### src/include/cdd_pkg.sv
// cdd_pkg: shared constants and types for the cascaded channel divider block
package cdd_pkg;
   // register word indices; the byte address is four times the index
   localparam logic [9:0] IDX_A1_RATIO   = 10'h199;
   localparam logic [9:0] IDX_A_PHASE    = 10'h19A;
   localparam logic [9:0] IDX_A2_RATIO   = 10'h19B;
   localparam logic [9:0] IDX_A_START    = 10'h19C;
   localparam logic [9:0] IDX_A_DCC      = 10'h19D;
   localparam logic [9:0] IDX_B1_RATIO   = 10'h19E;
   localparam logic [9:0] IDX_B_PHASE    = 10'h19F;
   localparam logic [9:0] IDX_B2_RATIO   = 10'h1A0;
   localparam logic [9:0] IDX_B_START    = 10'h1A1;
   localparam logic [9:0] IDX_B_DCC      = 10'h1A2;
   localparam logic [9:0] IDX_CTRL       = 10'h1B0;
   localparam logic [9:0] IDX_STATUS     = 10'h1B1;
   // field positions
   localparam int LOW_MSB   = 7;
   localparam int LOW_LSB   = 4;
   localparam int HIGH_MSB  = 3;
   localparam int HIGH_LSB  = 0;
   localparam int START1_BIT = 0;
   localparam int START2_BIT = 1;
   localparam int BYP1_BIT  = 4;
   localparam int BYP2_BIT  = 5;
   localparam int DCC_DISABLE_BIT = 0;
   localparam int CTRL_RUN_BIT = 0;
   localparam int CTRL_VCO_DIV3_BIT = 1;
   // phase value weights
   localparam logic [4:0] PHASE_START_WEIGHT = 5'h10;
   localparam logic [4:0] PHASE_SPLIT     = 5'h10;
   // reset values
   localparam logic [7:0] RATIO_RESET = 8'h00;
   localparam logic [7:0] PHASE_RESET = 8'h00;
   localparam logic [7:0] START_RESET = 8'h00;
   localparam logic [7:0] DCC_RESET   = 8'h00;
   localparam logic [7:0] CTRL_RESET  = 8'h00;
   // one stage's settings
   typedef struct packed {
      logic [3:0] low_count;
      logic [3:0] high_count;
      logic       initial_level_bit;
      logic [3:0] coarse_delay_field;
      logic       bypass;
      logic       duty_correction_disable;
   } cdd_stage_cfg_t;
endpackage : cdd_pkg

### src/core/cdd_stage.sv
// cdd_stage: one divider stage with coarse delay and duty correction
`timescale 1ns/1ps
module cdd_stage
   import cdd_pkg::*;
(
   // clock and control
   input  wire logic           MCLK,
   input  wire logic           RST,
   input  wire logic           run,
   input  wire logic           clk_en_in,
   input  wire logic           level_in,
   input  cdd_stage_cfg_t      cfg,
   // outputs
   output logic                level_out,
   output logic                edge_out
);
   logic [4:0] phase;
   logic [5:0] cnt;
   logic       started;
   logic [5:0] delay_cycles;
   logic       odd_corr;
   logic       stretch;

   // phase value 0..31 from start bit and offset field
   assign phase = cfg.initial_level_bit ? (PHASE_START_WEIGHT + {1'b0, cfg.coarse_delay_field})
                                        : {1'b0, cfg.coarse_delay_field}; // [RULE_12]
   // below 16 the phase counts directly, from 16 up low count plus one is added
   assign delay_cycles = (phase < PHASE_SPLIT) ? {1'b0, phase}
                       : 6'(phase - PHASE_SPLIT) + 6'(cfg.low_count) + 6'h01; // [RULE_13] [RULE_14] [RULE_15] [RULE_16]
   // odd stage with low count one above high count and correction ends its high time on the input's fall
   assign odd_corr = !cfg.duty_correction_disable && (cfg.low_count == 4'(cfg.high_count + 4'h1));

   // counter: low phase then high phase, advanced only on input ticks
   always_ff @(posedge MCLK or posedge RST) begin
      if (RST) begin
         cnt       <= 6'h00;
         started   <= 1'b0;
         stretch   <= 1'b0;
         level_out <= 1'b0;
         edge_out  <= 1'b0;
      end else if (!run) begin
         cnt       <= 6'h00;
         started   <= (delay_cycles == 6'h00); // zero phase spends no tick on delay [RULE_13]
         stretch   <= 1'b0;
         level_out <= 1'b0;
         edge_out  <= 1'b0;
      end else if (cfg.bypass) begin
         level_out <= level_in; // divide by one [RULE_18]
         edge_out  <= clk_en_in;
         stretch   <= 1'b0;
      end else begin
         edge_out <= 1'b0;
         if (stretch) begin
            // high ends on the input fall, so odd ratios gain the input's high time
            if (!level_in) begin // [RULE_01] [RULE_02] [RULE_03] [RULE_04] [RULE_05] [RULE_07]
               level_out <= 1'b0;
               edge_out  <= 1'b1;
               stretch   <= 1'b0;
            end
         end else if (clk_en_in) begin
            if (!started) begin
               if (cnt + 6'h01 >= delay_cycles) begin
                  started <= 1'b1;
                  cnt     <= 6'h00;
               end else begin
                  cnt <= cnt + 6'h01;
               end
            end else if (!level_out) begin
               if (cnt == 6'(cfg.low_count)) begin // low for M+1 ticks [RULE_17]
                  level_out <= 1'b1;
                  edge_out  <= 1'b1;
                  cnt       <= 6'h00;
               end else begin
                  cnt <= cnt + 6'h01;
               end
            end else if (cnt == 6'(cfg.high_count)) begin // high for N+1 ticks [RULE_17]
               cnt <= 6'h00;
               if (odd_corr) begin
                  stretch <= 1'b1; // ticks are ignored until the input fall ends the stretch; low count starts after it [RULE_03]
               end else begin
                  level_out <= 1'b0;
                  edge_out  <= 1'b1;
               end
            end else begin
               cnt <= cnt + 6'h01;
            end
         end
      end
   end
endmodule : cdd_stage

### src/core/cdd_channel.sv
// cdd_channel: two cascaded two-stage channel dividers with Avalon-MM registers
//
// Our own choice: register access over Avalon-MM.
`timescale 1ns/1ps
// What this block does
// RULE_01: fifty percent input gives fifty percent output
// RULE_02: both bypassed: duty follows vco odd divider
// RULE_03: any even divide gives fifty percent
// RULE_04: odd first stage with vco divide formula
// RULE_05: both stages odd with vco divide formula
// RULE_06: no vco divider: bypass passes input duty
// RULE_07: no vco divider: odd stage duty formulas
// RULE_08: software programs counts to suit correction
// RULE_09: second divider start and offset fields
// RULE_10: first divider start and offset fields
// RULE_11: low count upper nibble, high lower
// RULE_12: phase equals sixteen start plus offset
// RULE_13: both phases small: direct period counts
// RULE_14: second phase large adds low count
// RULE_15: first phase large adds low count
// RULE_16: both large: each adds low count
// RULE_17: low M+1, high N+1 input cycles
// RULE_18: bypassed stage divides by one, product otherwise
// RULE_19: second stage clocked by first stage output
module cdd_channel
   import cdd_pkg::*;
(
   // clock and reset
   input  wire logic        MCLK,
   input  wire logic        RST,
   // divider input clock, asynchronous to MCLK
   input  wire logic        DIV_CLK_IN,
   // avalon-mm slave, word addressed
   input  wire logic [9:0]  AVS_ADDRESS,
   input  wire logic        AVS_READ,
   input  wire logic        AVS_WRITE,
   input  wire logic [31:0] AVS_WRITEDATA,
   input  wire logic [3:0]  AVS_BYTEENABLE,
   output logic [31:0]      AVS_READDATA,
   output logic             AVS_WAITREQUEST,
   // channel outputs
   output logic             DIFFERENTIAL_OUTPUT_FIRST,
   output logic             DIFFERENTIAL_OUTPUT_LAST
);
   // register file
   logic [7:0] a1_ratio, a_phase, a2_ratio, a_start, a_dcc;
   logic [7:0] b1_ratio, b_phase, b2_ratio, b_start, b_dcc;
   logic [7:0] ctrl;
   logic       ack;
   logic       clk_s1, clk_s2, clk_prev;
   logic       in_tick;
   cdd_stage_cfg_t cfg_a1, cfg_a2, cfg_b1, cfg_b2;
   logic       a1_lvl, a1_edge, a2_lvl, a2_edge;
   logic       b1_lvl, b1_edge, b2_lvl, b2_edge;
   logic       a2_tick, b2_tick;
   logic       wr_lane0;

   // two-flop synchroniser for the divider input clock
   always_ff @(posedge MCLK or posedge RST) begin
      if (RST) begin
         clk_s1 <= 1'b0;
         clk_s2 <= 1'b0;
      end else begin
         clk_s1 <= DIV_CLK_IN;
         clk_s2 <= clk_s1;
      end
   end

   // rising-edge detect on the synchronised clock
   always_ff @(posedge MCLK or posedge RST) begin
      if (RST) begin
         clk_prev <= 1'b0;
      end else begin
         clk_prev <= clk_s2;
      end
   end
   assign in_tick = clk_s2 && !clk_prev;

   // only byte lane 0 carries data; upper lanes ignored
   assign wr_lane0 = AVS_WRITE && AVS_BYTEENABLE[0] && ack;

   // register writes land at the edge where waitrequest is seen low
   always_ff @(posedge MCLK or posedge RST) begin
      if (RST) begin
         a1_ratio <= RATIO_RESET;
         a_phase  <= PHASE_RESET;
         a2_ratio <= RATIO_RESET;
         a_start  <= START_RESET;
         a_dcc    <= DCC_RESET;
         b1_ratio <= RATIO_RESET;
         b_phase  <= PHASE_RESET;
         b2_ratio <= RATIO_RESET;
         b_start  <= START_RESET;
         b_dcc    <= DCC_RESET;
         ctrl     <= CTRL_RESET;
      end else if (wr_lane0) begin
         if (AVS_ADDRESS == IDX_A1_RATIO) begin
            a1_ratio <= AVS_WRITEDATA[7:0];
         end else if (AVS_ADDRESS == IDX_A_PHASE) begin
            a_phase <= AVS_WRITEDATA[7:0];
         end else if (AVS_ADDRESS == IDX_A2_RATIO) begin
            a2_ratio <= AVS_WRITEDATA[7:0];
         end else if (AVS_ADDRESS == IDX_A_START) begin
            a_start <= AVS_WRITEDATA[7:0];
         end else if (AVS_ADDRESS == IDX_A_DCC) begin
            a_dcc <= AVS_WRITEDATA[7:0];
         end else if (AVS_ADDRESS == IDX_B1_RATIO) begin
            b1_ratio <= AVS_WRITEDATA[7:0];
         end else if (AVS_ADDRESS == IDX_B_PHASE) begin
            b_phase <= AVS_WRITEDATA[7:0];
         end else if (AVS_ADDRESS == IDX_B2_RATIO) begin
            b2_ratio <= AVS_WRITEDATA[7:0];
         end else if (AVS_ADDRESS == IDX_B_START) begin
            b_start <= AVS_WRITEDATA[7:0];
         end else if (AVS_ADDRESS == IDX_B_DCC) begin
            b_dcc <= AVS_WRITEDATA[7:0];
         end else if (AVS_ADDRESS == IDX_CTRL) begin
            ctrl <= AVS_WRITEDATA[7:0];
         end
      end
   end

   // one wait state per access keeps read data registered
   always_ff @(posedge MCLK or posedge RST) begin
      if (RST) begin
         ack             <= 1'b0;
         AVS_WAITREQUEST <= 1'b1;
      end else begin
         ack             <= (AVS_READ || AVS_WRITE) && !ack;
         AVS_WAITREQUEST <= !((AVS_READ || AVS_WRITE) && !ack);
      end
   end

   // read mux; unmapped addresses read zero
   always_ff @(posedge MCLK or posedge RST) begin
      if (RST) begin
         AVS_READDATA <= 32'h00000000;
      end else if (AVS_READ && !ack) begin
         if (AVS_ADDRESS == IDX_A1_RATIO) begin
            AVS_READDATA <= {24'h000000, a1_ratio};
         end else if (AVS_ADDRESS == IDX_A_PHASE) begin
            AVS_READDATA <= {24'h000000, a_phase};
         end else if (AVS_ADDRESS == IDX_A2_RATIO) begin
            AVS_READDATA <= {24'h000000, a2_ratio};
         end else if (AVS_ADDRESS == IDX_A_START) begin
            AVS_READDATA <= {24'h000000, a_start};
         end else if (AVS_ADDRESS == IDX_A_DCC) begin
            AVS_READDATA <= {24'h000000, a_dcc};
         end else if (AVS_ADDRESS == IDX_B1_RATIO) begin
            AVS_READDATA <= {24'h000000, b1_ratio};
         end else if (AVS_ADDRESS == IDX_B_PHASE) begin
            AVS_READDATA <= {24'h000000, b_phase};
         end else if (AVS_ADDRESS == IDX_B2_RATIO) begin
            AVS_READDATA <= {24'h000000, b2_ratio};
         end else if (AVS_ADDRESS == IDX_B_START) begin
            AVS_READDATA <= {24'h000000, b_start};
         end else if (AVS_ADDRESS == IDX_B_DCC) begin
            AVS_READDATA <= {24'h000000, b_dcc};
         end else if (AVS_ADDRESS == IDX_CTRL) begin
            AVS_READDATA <= {24'h000000, ctrl};
         end else if (AVS_ADDRESS == IDX_STATUS) begin
            AVS_READDATA <= {28'h0000000, b2_lvl, b1_lvl, a2_lvl, a1_lvl};
         end else begin
            AVS_READDATA <= 32'h00000000;
         end
      end
   end

   // field mapping: counts, start-high, offsets, bypass, correction
   assign cfg_a1 = '{low_count: a1_ratio[LOW_MSB:LOW_LSB], high_count: a1_ratio[HIGH_MSB:HIGH_LSB], // [RULE_11]
                     initial_level_bit: a_start[START1_BIT], coarse_delay_field: a_phase[3:0], // [RULE_10]
                     bypass: a_start[BYP1_BIT], duty_correction_disable: a_dcc[DCC_DISABLE_BIT]};
   assign cfg_a2 = '{low_count: a2_ratio[LOW_MSB:LOW_LSB], high_count: a2_ratio[HIGH_MSB:HIGH_LSB],
                     initial_level_bit: a_start[START2_BIT], coarse_delay_field: a_phase[7:4], // [RULE_10]
                     bypass: a_start[BYP2_BIT], duty_correction_disable: a_dcc[DCC_DISABLE_BIT]};
   assign cfg_b1 = '{low_count: b1_ratio[LOW_MSB:LOW_LSB], high_count: b1_ratio[HIGH_MSB:HIGH_LSB],
                     initial_level_bit: b_start[START1_BIT], coarse_delay_field: b_phase[3:0], // [RULE_09]
                     bypass: b_start[BYP1_BIT], duty_correction_disable: b_dcc[DCC_DISABLE_BIT]};
   assign cfg_b2 = '{low_count: b2_ratio[LOW_MSB:LOW_LSB], high_count: b2_ratio[HIGH_MSB:HIGH_LSB],
                     initial_level_bit: b_start[START2_BIT], coarse_delay_field: b_phase[7:4], // [RULE_09]
                     bypass: b_start[BYP2_BIT], duty_correction_disable: b_dcc[DCC_DISABLE_BIT]};

   // second stage ticks on first stage's rising output
   assign a2_tick = a1_edge && a1_lvl; // [RULE_19]
   assign b2_tick = b1_edge && b1_lvl; // [RULE_19]

   // first divider, stage one
   cdd_stage u_a1 (
      .MCLK      (MCLK),
      .RST       (RST),
      .run       (ctrl[CTRL_RUN_BIT]),
      .clk_en_in (in_tick),
      .level_in  (clk_s2),
      .cfg       (cfg_a1),
      .level_out (a1_lvl),
      .edge_out  (a1_edge)
   );
   // first divider, stage two
   cdd_stage u_a2 (
      .MCLK      (MCLK),
      .RST       (RST),
      .run       (ctrl[CTRL_RUN_BIT]),
      .clk_en_in (a2_tick),
      .level_in  (a1_lvl),
      .cfg       (cfg_a2),
      .level_out (a2_lvl),
      .edge_out  (a2_edge)
   );
   // second divider, stage one
   cdd_stage u_b1 (
      .MCLK      (MCLK),
      .RST       (RST),
      .run       (ctrl[CTRL_RUN_BIT]),
      .clk_en_in (in_tick),
      .level_in  (clk_s2),
      .cfg       (cfg_b1),
      .level_out (b1_lvl),
      .edge_out  (b1_edge)
   );
   // second divider, stage two
   cdd_stage u_b2 (
      .MCLK      (MCLK),
      .RST       (RST),
      .run       (ctrl[CTRL_RUN_BIT]),
      .clk_en_in (b2_tick),
      .level_in  (b1_lvl),
      .cfg       (cfg_b2),
      .level_out (b2_lvl),
      .edge_out  (b2_edge)
   );

   // registered channel outputs; both-bypass passes input duty [RULE_06] [RULE_01] [RULE_02]
   always_ff @(posedge MCLK or posedge RST) begin
      if (RST) begin
         DIFFERENTIAL_OUTPUT_FIRST <= 1'b0;
         DIFFERENTIAL_OUTPUT_LAST  <= 1'b0;
      end else begin
         DIFFERENTIAL_OUTPUT_FIRST <= a2_lvl; // [RULE_18]
         DIFFERENTIAL_OUTPUT_LAST  <= b2_lvl; // [RULE_04] [RULE_05] [RULE_07]
      end
   end
endmodule : cdd_channel

### config.mk
export PLATFORM = sky130hd
export DESIGN_NAME = cdd_channel
export DESIGN_NICKNAME = d
export VERILOG_FILES = /design/src/include/cdd_pkg.sv /design/src/core/cdd_stage.sv /design/src/core/cdd_channel.sv
export SDC_FILE = /design/constraint.sdc
export NUM_CORES = 1
export LEC_CHECK = 0
export BUFFER_PORTS_ARGS = -buffer_cell sky130_fd_sc_hd__buf_2
export CAP_MARGIN = 20
export CORE_MARGIN = 8
export CORE_UTILIZATION = 53
export CTS_BUF_LIST = sky130_fd_sc_hd__clkbuf_2
export DETAILED_ROUTE_END_ITERATION = 7
export GPL_ROUTABILITY_DRIVEN = 0
export GPL_TIMING_DRIVEN = 1
export PLACE_DENSITY = 0.83
export SYNTH_ARGS = -nofsm -noshare
export SYNTH_HDL_FRONTEND = slang
export SYNTH_SLANG_ARGS = --single-unit
### constraint.sdc
create_clock -name MCLK -period 5.9 [get_ports MCLK]
set_input_delay 0.885 -clock MCLK [delete_from_list [all_inputs] [get_ports MCLK]]
set_output_delay 0.885 -clock MCLK [all_outputs]
set_load 0.005 [all_outputs]
==> impl_metrics.csv <==
group,metric,value,unit
yosys,postSynthRegisterBits,141,
clock_network,cts_tree,"done",
worst_setup_path,critical_path.n_buffers_inverters,1,
worst_setup_path,crit_fanout,6,
detailed_routing,firstDrtPassIters,5,
detailed_routing,vias_cell,6.15,
detailed_routing,drc_errors,0,
worst_setup_path,cp_data_arrival_time,3860,ps
worst_setup_path,end_kind,"register",
worst_setup_path,maximum_single_stage_delay_on_the_critical_path,510,ps
worst_setup_path,start_kind,"register",
outcome,status,"finished clean",
clock_network,cts_root_buf,"clkbuf_2",
worst_setup_path,required,6580,ps
global_route,grt_pass1_vias,6953,
die,initial_core_util,0.540,
global_route,grt_max_degree,81,
yosys,synth_top_cells_by_count,"dfrtp_1 (140), mux2_2 (83), nand2_1 (57), a21oi_1 (52), o21ai_0 (52)",
layout,area.growth.synth_to_final,4.62,%
timing,post-route-min-period,3180,ps
yosys,yosys_warning_count,0,
worst_setup_path,timing.critical_path.slowest_stage_cell,"dfrtp_1",
clock_network,clkLatencyLatePin,780,ps
timing,hold_violations,0,
timing,finalWorstSetupSlack,2720,ps
clock_network,worst_setup_hold_path_clk_slew,230,ps
worst_setup_path,crit_chain,"inv_1 -> ha_1 -> fa_1 -> nand2_1 -> o21ai_0 -> ha_1 -> a2111oi_0 -> o211ai_1 -> o21ai_0 -> a31oi_1 -> mux2i_1",
die,design.core.area,17200,sq um
die,die_area,22100,sq um
die,dieHeight,149,microns
yosys,netlist_instances,937,
yosys,area_fraction_of_the_dominant_cell_type_after_synthesis,0.376,
worst_setup_path,worstSetupPathType,"reg -> reg",
place,port-buffer-count,34,
die,ios,86,
global_route,total_grt_overflow,0,
power_and_ir_drop,p_leak,4.58,nW
layout,final_cell_count_no_fill,1184,
min_path,timing.hold.worst.class,"in -> async",
yosys,number_of_unique_standard_cell_types_used_by_synthesis,76,
power_and_ir_drop,power.ir.vdd_worst,0.143,mV
clock_network,ctsResizeCount,0,
yosys,cell_type_with_the_largest_total_area_after_synthesis,"dfrtp_1",
detailed_routing,drt-initial-drc-count,551,
yosys,fraction_of_synthesis_flops_using_an_asynchronous_set_or_reset_pin,1.00,
clock_network,clock_tree.htree_level_count,4,
clock_network,cts-buffers-inserted,17,
clock_network,cts.repair_timing.setup_buffer_count,0,
timing,worst_slew_margin_rel,0.308,
place,dp_hpwl,16400,microns
clock_network,ctsHoldBuffers,0,
yosys,number_of_enable_flip_flop_cells_after_synthesis,0,
detailed_routing,drt-wirelength-per-cell,19.1,microns
global_route,initial_antenna_violation_count,1,
power_and_ir_drop,powerDensity,176,nW/um^2
die,placementRows,48,
detailed_routing,routed-via-count,7282,
timing,grt_setup_unrepaired,"false",
yosys,synth_seq_area_share,0.379,
yosys,synth.avg_cell_area,9.94,sq um
timing,totalNegativeSetupSlack,0,ps
yosys,postSynth.topFlopCell,"dfrtp_1",
yosys,synthMostInstantiatedCell,"dfrtp_1",
timing,final-setup-viol-count,0,
timing,max_freq,314,MHz
place,post-place-cells,1150,
timing,max_slew_violation_count,0,
detailed_routing,detail-route-antenna-nets,0,
clock_network,clkSinkCount,141,
global_route,grt_pass1_wl,36500,microns
global_route,gr-usage-all-layers,0.208,
die,chipWidth,149,microns
worst_setup_path,critical-path-top-delay-family,"compound AO/OA/AOI/OAI gates",
yosys,synth_area_leaders,"dfrtp_1 (38%), mux2_2 (10%), ha_1 (6.4%)",
timing,clock_skew,38.2,ps
layout,final_net_count,1047,
timing,timing_worst_slew_pin_value,1040,ps
clock_network,clockBufferDepth,2,
detailed_routing,wl,22600,microns
timing,final_critical_path_share_of_the_clock_period,0.539,
layout,final_layout_size_suffix_gt1_frac,0.182,
yosys,synth_area,9310,sq um
place,preCtsSetupSlack,2380,ps
job,maxCapViolCount,0,
-- power breakdown --
part           total (mW)  switching (mW)  internal (mW)
clock network       0.596           0.365          0.231
registers           0.987         0.00889          0.978
logic               0.129          0.0926         0.0363
-- cell families after synthesis --
logic type	share of synthesized area
other	0.000806
multiplexers	0.123
XOR/XNOR	0.0696
adder cells (fa/ha/maj)	0.0731
AND/OR/NAND/NOR	0.147
buffers and inverters	0.0547
AO/OA/AOI/OAI	0.153
flip-flops	0.379
-- final timing paths --
| check | from | end | slack [ps] | cells past startpoint |
|---|---|---|---|---|
| min in group MCLK | DIV_CLK_IN | clk_s1 | 230 | 1 |
| setup / recovery | a2_ratio[4] | u_a2.cnt[2] | 2720 | 11 |
| hold / removal | RST | u_b1.started | 170 | 2 |
| max in group asynchronous | RST | a_dcc[7] | 4440 | 3 |
| hold reg to reg | clk_s1 | clk_s2 | 380 | 0 |
| setup reg to reg | a2_ratio[4] | u_a2.cnt[2] | 2720 | 11 |
-- through the flow --
step | power, mW | hold slack [ps] | instance area, sq um | utilization
2_1_floorplan | 1.10 | 331 | 9410 | -
3_3_place_gp | 1.13 | 342 | 9500 | 0.551
3_5_place_dp | 1.13 | 336 | 9500 | 0.551
4_1_cts | 1.72 | 160 | 9740 | 0.565
5_1_grt | 1.77 | 164 | 9740 | 0.565
6_report | 1.71 | 167 | 9740 | 0.565
-- area by class of cell --
cell class                      instances  area [sq um]
Fill cell                            1432          7490
Multi-Input combinational cell        715          5370
Sequential cell                       141          3530
Tap cell                              225           282
Timing Repair Buffer                   36           185
Clock inverter                         13           149
Inverter                               33           129
Clock buffer                           18          90.1
Antenna cell                            3          7.51
-- cells in the final DEF (no fill, tap or decap), types with 17 or more instances in the layout --
cell	count
nand2_1	57
ha_1	48
o21ai_0	52
a21oi_1	52
nor2_1	32
mux2_2	83
conb_1	28
inv_1	32
xor2_1	27
xnor2_1	47
dfrtp_1	140
clkbuf_2	18
nand2b_1	17
nor2b_1	20
nand3_1	38
buf_2	34
-- routing by layer --
layer  GRT usage  part of all wire  up-vias
met2       0.323              0.46      276
met1       0.276              0.44     3587
li1            -                 -     3378
met3      0.0419             0.071       41
met5           0                 0        -
met4      0.0882             0.026        0
(Power assumes the default switching activity.)
